--- src/design/frame_interval_consts.vh ---
`ifndef FRAME_INTERVAL_CONSTS_VH
`define FRAME_INTERVAL_CONSTS_VH

// ****************************************
// Timing
// ****************************************
`define OSC_DIVIDE 125
`define TICK_CNT_W 7
`define TICK_LAST 7'h7C

// ****************************************
// Random generator
// ****************************************
`define RAND_W 7
`define RAND_RESET 7'h40
`define RAND_TAPS 7'h44
`define INIT_RAND_MULT 6'h28

// ****************************************
// Field widths
// ****************************************
`define BASE_W 8
`define FRAME_TIME_W 6
`define FRAME_COUNT_W 4
`define DELAY_W 13

`endif

--- src/design/interval_random_gen.v ---
`timescale 1ns/100ps
`include "frame_interval_consts.vh"

module interval_random_gen (
    // Clock and reset
    input wire i_clk,
    input wire i_rst_n,
    // Control
    input wire i_advance,
    // Random value
    output wire [`RAND_W-1:0] o_value
);

    reg [`RAND_W-1:0] state_reg;
    wire [`RAND_W-1:0] state_next;

    // ****************************************
    // Galois shift, primitive x^7+x^3+1
    // ****************************************
    assign state_next = state_reg[0] ?
        ((state_reg >> 1) ^ `RAND_TAPS) : (state_reg >> 1);

    always @(posedge i_clk or negedge i_rst_n) begin
        if (!i_rst_n) begin
            state_reg <= `RAND_RESET;
        end else if (i_advance) begin
            state_reg <= state_next;
        end
    end

    assign o_value = state_reg;

endmodule

--- src/design/rf_frame_interval_generator.v ---
// Functional notes
// - 8-bit base down-counter, initial and interframe
// - Zero base setting gives no base delay
// - Random delay only with nonzero seed field
// - Initial spacing enable: forty times random
// - Seven-stage Galois shift register, primitive polynomial
// - Cycles through 127 nonzero values
// - Shift register starts at hex 40
// - Sample when needed, advance after use
// - Seed field only; state not readable
// - Random interval 1..127 ms on tick
// - Zero state stays zero; never seed zero
// - Frame delay between frames, times frame number
// - Count setting plus one frames sent
// - Six-bit frame time multiple on tick
// - Runs in deepest stop when enabled
// - Interframe delay with random is sum of parts
// - No random: base and frame concurrent, max
// - Expiry starts sending without processor
`timescale 1ns/100ps
`include "frame_interval_consts.vh"

module rf_frame_interval_generator (
    // Clock and reset
    input wire i_clk,
    input wire i_resetn,
    // Oscillator and power
    input wire i_medium_freq_oscillator,
    input wire i_transmitter_enable,
    input wire i_deepest_stop_mode,
    // Settings
    input wire [`BASE_W-1:0] i_base_time_setting,
    input wire [`RAND_W-1:0] i_random_seed_field,
    input wire i_initial_spacing_enable,
    input wire [`FRAME_TIME_W-1:0] i_frame_time_setting,
    input wire [`FRAME_COUNT_W-1:0] i_frame_count_setting,
    // Frame sequencer
    input wire i_start,
    input wire i_frame_sent,
    output wire o_busy,
    output reg o_interval_done,
    output reg o_send_frame,
    output reg o_datagram_done,
    output reg [`FRAME_COUNT_W-1:0] o_frame_number,
    // Seed readback
    output wire [`RAND_W-1:0] o_random_seed_readback
);

    localparam ST_IDLE = 2'h0;
    localparam ST_COUNT = 2'h1;
    localparam ST_SEND = 2'h2;

    reg rst_sync1_reg;
    reg rst_sync2_reg;
    wire rst_n;
    reg [1:0] state_reg;
    reg [1:0] state_next;
    reg [`TICK_CNT_W-1:0] div_reg;
    reg tick_reg;
    reg [`BASE_W-1:0] base_reg;
    reg [`DELAY_W-1:0] rand_reg;
    reg [`DELAY_W-1:0] fn_reg;
    reg [`FRAME_COUNT_W-1:0] frames_reg;
    reg first_reg;
    reg adv_reg;
    wire running;
    wire [`RAND_W-1:0] rand_value;
    wire rand_on;
    wire [`DELAY_W-1:0] rand_load;
    wire [`DELAY_W-1:0] rand_x40;
    wire [`DELAY_W-1:0] fn_load;
    wire all_zero;
    wire last_frame;

    // ****************************************
    // Reset release
    // ****************************************
    always @(posedge i_clk or negedge i_resetn) begin
        if (!i_resetn) begin
            rst_sync1_reg <= 1'b0;
            rst_sync2_reg <= 1'b0;
        end else begin
            rst_sync1_reg <= 1'b1;
            rst_sync2_reg <= rst_sync1_reg;
        end
    end
    assign rst_n = rst_sync2_reg;

    // Keeps running in deepest stop while enabled
    assign running = i_transmitter_enable;

    // ****************************************
    // Millisecond tick from oscillator
    // ****************************************
    always @(posedge i_clk or negedge rst_n) begin
        if (!rst_n) begin
            div_reg <= {`TICK_CNT_W{1'b0}};
            tick_reg <= 1'b0;
        end else begin
            tick_reg <= 1'b0;
            if (!running) begin
                div_reg <= {`TICK_CNT_W{1'b0}};
            end else if (i_medium_freq_oscillator) begin
                if (div_reg == `TICK_LAST) begin
                    div_reg <= {`TICK_CNT_W{1'b0}};
                    tick_reg <= 1'b1;
                end else begin
                    div_reg <= div_reg + 7'h01;
                end
            end
        end
    end

    // ****************************************
    // Random generator
    // ****************************************
    interval_random_gen u_rand (
        .i_clk(i_clk),
        .i_rst_n(rst_n),
        .i_advance(adv_reg),
        .o_value(rand_value)
    );

    // Seed readback only, running state hidden
    assign o_random_seed_readback = i_random_seed_field;

    assign rand_on = (i_random_seed_field != {`RAND_W{1'b0}});
    assign rand_x40 = {6'h00, rand_value} * {7'h00, `INIT_RAND_MULT};
    assign rand_load = !rand_on ? {`DELAY_W{1'b0}} :
        ((first_reg && i_initial_spacing_enable) ?
        rand_x40 : {6'h00, rand_value});
    assign fn_load = {7'h00, i_frame_time_setting} * {9'h000, frames_reg + 4'h1};
    assign last_frame = (frames_reg == i_frame_count_setting);
    assign all_zero = (base_reg == {`BASE_W{1'b0}}) &&
        (rand_reg == {`DELAY_W{1'b0}}) && (fn_reg == {`DELAY_W{1'b0}});

    // ****************************************
    // Sequencing
    // ****************************************
    always @* begin
        state_next = state_reg;
        case (state_reg)
            ST_IDLE: begin
                if (i_start && running) begin
                    state_next = ST_COUNT;
                end
            end
            ST_COUNT: begin
                if (!running) begin
                    state_next = ST_IDLE;
                end else if (all_zero) begin
                    state_next = ST_SEND;
                end
            end
            ST_SEND: begin
                if (!running || (i_frame_sent && last_frame)) begin
                    state_next = ST_IDLE;
                end else if (i_frame_sent) begin
                    state_next = ST_COUNT;
                end
            end
            default: begin
                state_next = ST_IDLE;
            end
        endcase
    end

    always @(posedge i_clk or negedge rst_n) begin
        if (!rst_n) begin
            state_reg <= ST_IDLE;
            base_reg <= {`BASE_W{1'b0}};
            rand_reg <= {`DELAY_W{1'b0}};
            fn_reg <= {`DELAY_W{1'b0}};
            frames_reg <= {`FRAME_COUNT_W{1'b0}};
            first_reg <= 1'b0;
            adv_reg <= 1'b0;
            o_interval_done <= 1'b0;
            o_send_frame <= 1'b0;
            o_datagram_done <= 1'b0;
            o_frame_number <= {`FRAME_COUNT_W{1'b0}};
        end else begin
            state_reg <= state_next;
            adv_reg <= 1'b0;
            o_interval_done <= 1'b0;
            o_send_frame <= 1'b0;
            o_datagram_done <= 1'b0;
            if (state_reg == ST_IDLE && state_next == ST_COUNT) begin
                // Initial interval: base plus random, no frame term
                base_reg <= i_base_time_setting;
                first_reg <= 1'b1;
                frames_reg <= {`FRAME_COUNT_W{1'b0}};
                rand_reg <= {`DELAY_W{1'b0}};
                fn_reg <= {`DELAY_W{1'b0}};
            end else if (state_reg == ST_SEND && state_next == ST_COUNT) begin
                base_reg <= i_base_time_setting;
                fn_reg <= fn_load;
                frames_reg <= frames_reg + 4'h1;
            end else if (state_reg == ST_COUNT) begin
                if (all_zero) begin
                    o_interval_done <= 1'b1;
                    o_send_frame <= 1'b1;
                    first_reg <= 1'b0;
                    adv_reg <= rand_on;
                end else if (tick_reg) begin
                    // With no random both counters run together
                    if (base_reg != {`BASE_W{1'b0}}) begin
                        base_reg <= base_reg - 8'h01;
                    end
                    if (fn_reg != {`DELAY_W{1'b0}} && base_reg == {`BASE_W{1'b0}}) begin
                        fn_reg <= fn_reg - 13'h0001;
                    end else if (fn_reg != {`DELAY_W{1'b0}} && !rand_on) begin
                        fn_reg <= fn_reg - 13'h0001;
                    end
                    if (rand_reg != {`DELAY_W{1'b0}} && base_reg == {`BASE_W{1'b0}}
                            && fn_reg == {`DELAY_W{1'b0}}) begin
                        rand_reg <= rand_reg - 13'h0001;
                    end
                end
            end
            if (state_reg != ST_COUNT && state_next == ST_COUNT) begin
                rand_reg <= (state_reg == ST_IDLE && i_initial_spacing_enable && rand_on) ?
                    rand_x40 : rand_load;
                if (state_reg == ST_IDLE) begin
                    first_reg <= 1'b1;
                end
            end
            if (state_reg == ST_SEND && state_next == ST_IDLE && running) begin
                o_datagram_done <= 1'b1;
            end
            if (state_next == ST_SEND && state_reg == ST_COUNT) begin
                o_frame_number <= frames_reg;
            end
        end
    end

    assign o_busy = (state_reg == ST_COUNT);

endmodule

--- config.mk ---
export PLATFORM = sky130hd
export DESIGN_NAME = rf_frame_interval_generator
export DESIGN_NICKNAME = d
export VERILOG_FILES = /design/src/design/interval_random_gen.v /design/src/design/rf_frame_interval_generator.v
export VERILOG_INCLUDE_DIRS = /design/src /design/src/design
export SDC_FILE = /design/constraint.sdc
export NUM_CORES = 1
export LEC_CHECK = 0
export ABC_CLOCK_PERIOD_IN_PS = 3200
export BUFFER_PORTS_ARGS = -buffer_cell sky130_fd_sc_hd__buf_2
export CORE_ASPECT_RATIO = 1.2
export CORE_MARGIN = 4
export CORE_UTILIZATION = 30
export CTS_CLUSTER_SIZE = 40
export DETAILED_ROUTE_END_ITERATION = 12
export PLACE_DENSITY = 0.45
export SLEW_MARGIN = 25
export SYNTH_ARGS = -nofsm -noshare
export SYNTH_HDL_FRONTEND = slang
export SYNTH_HIERARCHICAL = 1
export SYNTH_SLANG_ARGS = --single-unit
--- constraint.sdc ---
create_clock -name i_clk -period 3.2 [get_ports i_clk]
set_input_delay 0.48 -clock i_clk [delete_from_list [all_inputs] [get_ports i_clk]]
set_output_delay 0.48 -clock i_clk [all_outputs]
set_load 0.02 [all_outputs]
After elaboration in Yosys (flattened, before gate mapping)
Index checks and enable logic that the tools add are counted.
{"block": "classes", "addsub": 5, "n_mul": 2, "n_eq_ne": 11, "n_mux": 53, "n_bitwise": 1, "reduce_logical": 40}
{"operator": "two-way mux 13 bit", "n": 17}
{"operator": "two-way mux 8 bit", "n": 6}
{"operator": "two-way mux 7 bit", "n": 4}
{"operator": "logical NOT 13 bit", "n": 2}
{"operator": "nonzero test 13 bit", "n": 2}
{"operator": "subtractor 13 x 1 -> 13 bit, second input constant", "n": 2}
{"operator": "two-way mux 1 bit", "n": 18}
{"operator": "nonzero test 3 bit", "n": 6}
{"operator": "logical AND 1 bit", "n": 17}
{"operator": "multiplier 6 x 4 -> 10 bit", "n": 1}
{"operator": "multiplier 7 x 3 -> 10 bit, second input constant", "n": 1}
{"operator": "two-way mux 2 bit", "n": 5}
{"operator": "logical NOT 8 bit", "n": 1}
{"operator": "two-way mux 4 bit", "n": 2}
{"operator": "AND reduction 4 bit", "n": 2}
{"operator": "nonzero test 8 bit", "n": 1}
{"operator": "subtractor 8 x 1 -> 8 bit, second input constant", "n": 1}
{"operator": "adder 7 x 1 -> 7 bit, second input constant", "n": 1}
{"operator": "== test 7 bit, second input constant", "n": 1}
{"operator": "nonzero test 7 bit", "n": 1}
{"operator": "inequality test 3 x 1 -> 1 bit, second input constant", "n": 2}
{"operator": "one-hot mux 2 bit (3 select lines)", "n": 1}
{"operator": "AND reduction 5 bit", "n": 1}
{"operator": "adder 4 x 1 -> 4 bit, second input constant", "n": 1}
{"operator": "12 further kinds", "n": 16}
{"block": "word_totals", "register_bits": 65, "inputBits": 33, "out_inout_bits": 15}

Longest topological paths before layout
{"block": "depth", "depth_word": 12, "ltp_mapped": 15, "depth_no_buf": 14}

Modules after synthesis
Netlist, hierarchy kept.
{"module": "rf_frame_interval_generator", "instances": 1, "cells_per_inst": 451, "area_each_um2": 4214.0, "seq_area_each_um2": 1451.4}
{"module": "interval_random_gen", "instances": 1, "cells_per_inst": 23, "area_each_um2": 340.3, "seq_area_each_um2": 176.4}

Worst setup path before layout
Ideal clock, no wire load.
{"block": "synth_path", "path_type": "register -> register", "startpoint": "reg frames_reg[0]", "endpoint": "reg fn_reg[8]", "setup_ps": 77, "arrival_ps": 3673, "t_required_ps": 3123, "setup_slack_ps": -550, "stages_incl_launch_ff": 15, "cell_sequence": "dfrtp_1 -> clkbuf_1 -> nand3_1 -> xor2_1 -> nand2b_1 -> fa_1 -> inv_1 -> fa_1 -> fa_1 -> a21o_1 -> a311o_1 -> a21oi_1 -> xnor2_1 -> nand2_1 -> a21oi_1"}
{"block": "synth_between", "elab_chain_cells": 9, "word_cells_on_any_way": 17, "cone_classes": "add/sub: 1; mul: 1; eq/ne: 3; mux: 4; reduce/logical: 8"}
{"element": "from (decl)", "line": "rf_frame_interval_generator.v:63", "rtl": "reg [`FRAME_COUNT_W-1:0] frames_reg;"}
{"element": "from (signal assigned)", "line": "rf_frame_interval_generator.v:174", "rtl": "frames_reg <= {`FRAME_COUNT_W{1'b0}};"}
{"element": "from (signal assigned)", "line": "rf_frame_interval_generator.v:191", "rtl": "frames_reg <= {`FRAME_COUNT_W{1'b0}};"}
{"element": "from (signal assigned)", "line": "rf_frame_interval_generator.v:197", "rtl": "frames_reg <= frames_reg + 4'h1;"}
{"element": "branches (longest 9 deep; another with multiplier 6 x 4 -> 10 bit)"}
{"element": "to (signal assigned)", "line": "rf_frame_interval_generator.v:193", "rtl": "fn_reg <= {`DELAY_W{1'b0}};"}
{"element": "to (signal assigned)", "line": "rf_frame_interval_generator.v:196", "rtl": "fn_reg <= fn_load;"}
{"element": "to (signal assigned)", "line": "rf_frame_interval_generator.v:210", "rtl": "fn_reg <= fn_reg - 13'h0001;"}
{"element": "to (decl)", "line": "rf_frame_interval_generator.v:62", "rtl": "reg [`DELAY_W-1:0] fn_reg;"}
Parallel ways; which one is timed is not known.
A chain may end at the register's enable or synchronous reset.

Worst setup path after layout
Same ends and word-level chain as after synthesis.

==> results_dict.tcl <==
set metrics [dict create \
    multi_input_area_um2 2790 \
    yosys.area.top_type_share 0.352 \
    numCtsBuffers 9 \
    finalNonFillerCells 737 \
    core_um2 15000 \
    final_core_util 0.366 \
    synth-edff-count 0 \
    synthTopCellsByCount "dfrtp_1 (64), nand2_1 (34), ha_1 (33), nor2_1 (28), o21ai_0 (26)" \
    seq_area_um2 1630 \
    worst-setup-path-type "reg2reg" \
    path_clk_slew_ns 0.05 \
    dieArea_um2 17200 \
    finalInstanceArea_um2 5470 \
    routed_wl_um 10700 \
    p_total_uw 2140 \
    dp_hpwl_um 8100 \
    grt_first_pass_wirelength_um 17900 \
    ys_warn_count 6 \
    drive_gt1_frac 0.244 \
    status "finished with violations" \
    cellLeakagePower_uw 0.00247 \
    min_period_over_period 1.05 \
    avgViaCountPerCell 4.86 \
    r2r_end "fn_reg[8]$_DFFE_PN0P_" \
    slowest_delay_ns 0.55 \
    initial_utilization 0.304 \
    die_h_um 143 \
    io_pins 48 \
    worst_slack_ns -0.162 \
    portBuffers 46 \
    ant_nets 0 \
    fin_skew_ns 0.0116 \
    cpMostUsedCell "fa_1" \
    cap_violations 0 \
    switching_share 0.274 \
    synth.distinct_cells 64 \
    reg2reg_depth 14 \
    power.share.clock 0.428 \
    clock_sink_count 65 \
    root_buffer "clkbuf_16" \
    grt_max_degree 46 \
    gp_congestion 0.777 \
    cts_buffer_depth 2 \
    post_dp_cell_area_um2 5100 \
    drt-pass1-iter-count 4 \
    tightest_slew_ns 0.626 \
    drc_errors 0 \
    grt_pass1_vias 3681 \
    max_freq_mhz 297 \
    synth.top_cells.by_area "dfrtp_1 (35%), ha_1 (9.1%), xnor2_1 (4.4%)" \
    finalSetupViolCount 4 \
    area.growth.synth_to_final_pct 20.1 \
    hold_viol_final 0 \
    crit_fanout 5 \
    synth-seq-cells 65 \
    row_count 49 \
    tritoncts "yes" \
    die_w_um 120 \
    drt_iter0_markers 191 \
    violations "negative setup slack" \
    r2r_slack_ns -0.16 \
    seqPwrFrac 0.437 \
    required_ns 3.45 \
    syn_area_per_cell_um2 9.61 \
    vias 3582 \
    endpoint_kind "flop" \
    antenna_found_initial 0 \
    wl_per_cell_um 14.5 \
    antenna_cells 0 \
    yosysSeqAreaShare 0.357 \
    fin_nets 603 \
    vdd_drop_max_mv 0.171 \
    synthFlopType "dfrtp_1" \
    synthCells 474 \
    p_switching_uw 587 \
    synth.most_common_cell "dfrtp_1" \
    endpoint "fn_reg[8]$_DFFE_PN0P_" \
    p_int_uw 1560 \
    cp_data_arrival_time_ns 3.61 \
    comb_power_share 0.135 \
    cp_cell_sequence "buf_6 > nand3_4 > xor2_4 > nand2b_4 > fa_1 > inv_2 > fa_1 > fa_2 > a21o_1 > a311o_1 > a21oi_2 > xnor2_1 > nand2_1 > a21oi_1" \
    cpMaxStageDelayCell "fa_1" \
    r2r-start "frames_reg[0]$_DFFE_PN0P_" \
    track_usage 0.130 \
    slew_headroom 0.583 \
    slew_violations 0 \
    netlist_area_um2 4550 \
    dp_cells 717 \
    hold_path_class "in2reg" \
    nFillCells 1557 \
    crit_path_start "frames_reg[0]$_DFFE_PN0P_" \
    yosysTopAreaCell "dfrtp_1" \
    synth_nets 549 \
    cp-start-kind "flop" \
    grt_setup_unrepaired "yes" \
    post-route-min-period_ns 3.36 \
    overflow 0 \
    htree_levels 3 \
    p_per_area_nw_per_um2 392 \
    async_flop_share 1.00 \
    clkLatencyLatePin_ns 0.33 \
]
[power by group through the flow]
stage	Clock, µW	Combinational, µW	Sequential, µW
3_5_place_dp	0	287	953
4_1_cts	945	291	938
6_report	918	289	937
2_1_floorplan	0	210	936
3_3_place_gp	0	285	951
5_1_grt	985	326	948
[how the worst min path moves through the flow]
stage	endpoint	slack, ns	from	cells past startpoint
6_report	state_reg[1]$_DFF_PN0_	0.35	i_frame_sent	2
5_1_grt	state_reg[1]$_DFF_PN0_	0.35	i_frame_sent	2
4_1_cts	state_reg[1]$_DFF_PN0_	0.34	i_frame_sent	2
3_5_place_dp	rst_sync1_reg$_DFF_PN0_	0.27	i_resetn	1
3_3_place_gp	rst_sync1_reg$_DFF_PN0_	0.27	i_resetn	1
2_1_floorplan	rst_n$_DFF_PN0_	0.18	i_resetn	0
[cells in the final DEF (no fill, tap or decap), drive strengths merged, types with 11 or more instances in the layout]
cell / count
nand2: 34
dfrtp: 64
xnor2: 23
ha: 33
buf: 69
nand3: 19
mux2: 15
a21oi: 18
inv: 25
o21ai: 29
clkbuf: 13
nor2: 28
and2: 15
nor2b: 11
nor3: 11
xor2: 15
[cell families after synthesis]
| kind of cell | share of synthesized area |
|---|---|
| simple gates | 0.214 |
| compound gates | 0.123 |
| flops | 0.357 |
| buf+inv | 0.0569 |
| fa+ha+maj | 0.130 |
| xor+xnor | 0.0731 |
| mux | 0.0442 |
| other cells | 0.000823 |
[metrics by stage]
stage | hold slack [ns] | setup TNS, ns | setup WS, ns
global route | 0.350 | -1.14 | -0.290
floorplan | 0.184 | -0.145 | -0.0803
finish | 0.348 | -0.414 | -0.162
detailed placement | 0.266 | -0.777 | -0.259
global placement | 0.266 | -0.376 | -0.176
CTS | 0.339 | -0.564 | -0.219
[cell type report]
class | instances | area share
multi-input combinational | 357 | 0.510
sequential | 65 | 0.299
timing repair buffer | 70 | 0.0769
clock buffer | 13 | 0.0476
tap | 204 | 0.0467
inverter | 25 | 0.0172
clock inverter | 3 | 0.00275
[timing repair]
action / CTS / global route
pin swaps: 8 / 6
setup buffers: 3 / 0
endpoints found under the setup margin: 5 / 5
hold buffers: 1 / 0
resized for setup: 10 / 2
endpoints found under the hold margin: 2 / 0
[layer usage]
layer	part of all wire	track usage	vias up
li1	-	-	1772
met1	0.45	0.161	1723
met2	0.50	0.225	76
met3	0.036	0.0289	11
met4	0.013	0.0418	0
met5	0	0	-
[critical path: cells and delay by family, from the launching register on]
kind | cells | cell delay, ns
simple gates | 3 | 0.30
flops | 1 | 0.40
buf+inv | 2 | 0.15
fa+ha+maj | 3 | 1.40
xor+xnor | 2 | 0.31
compound gates | 4 | 0.71
Power figures use the tool's default switching activity.
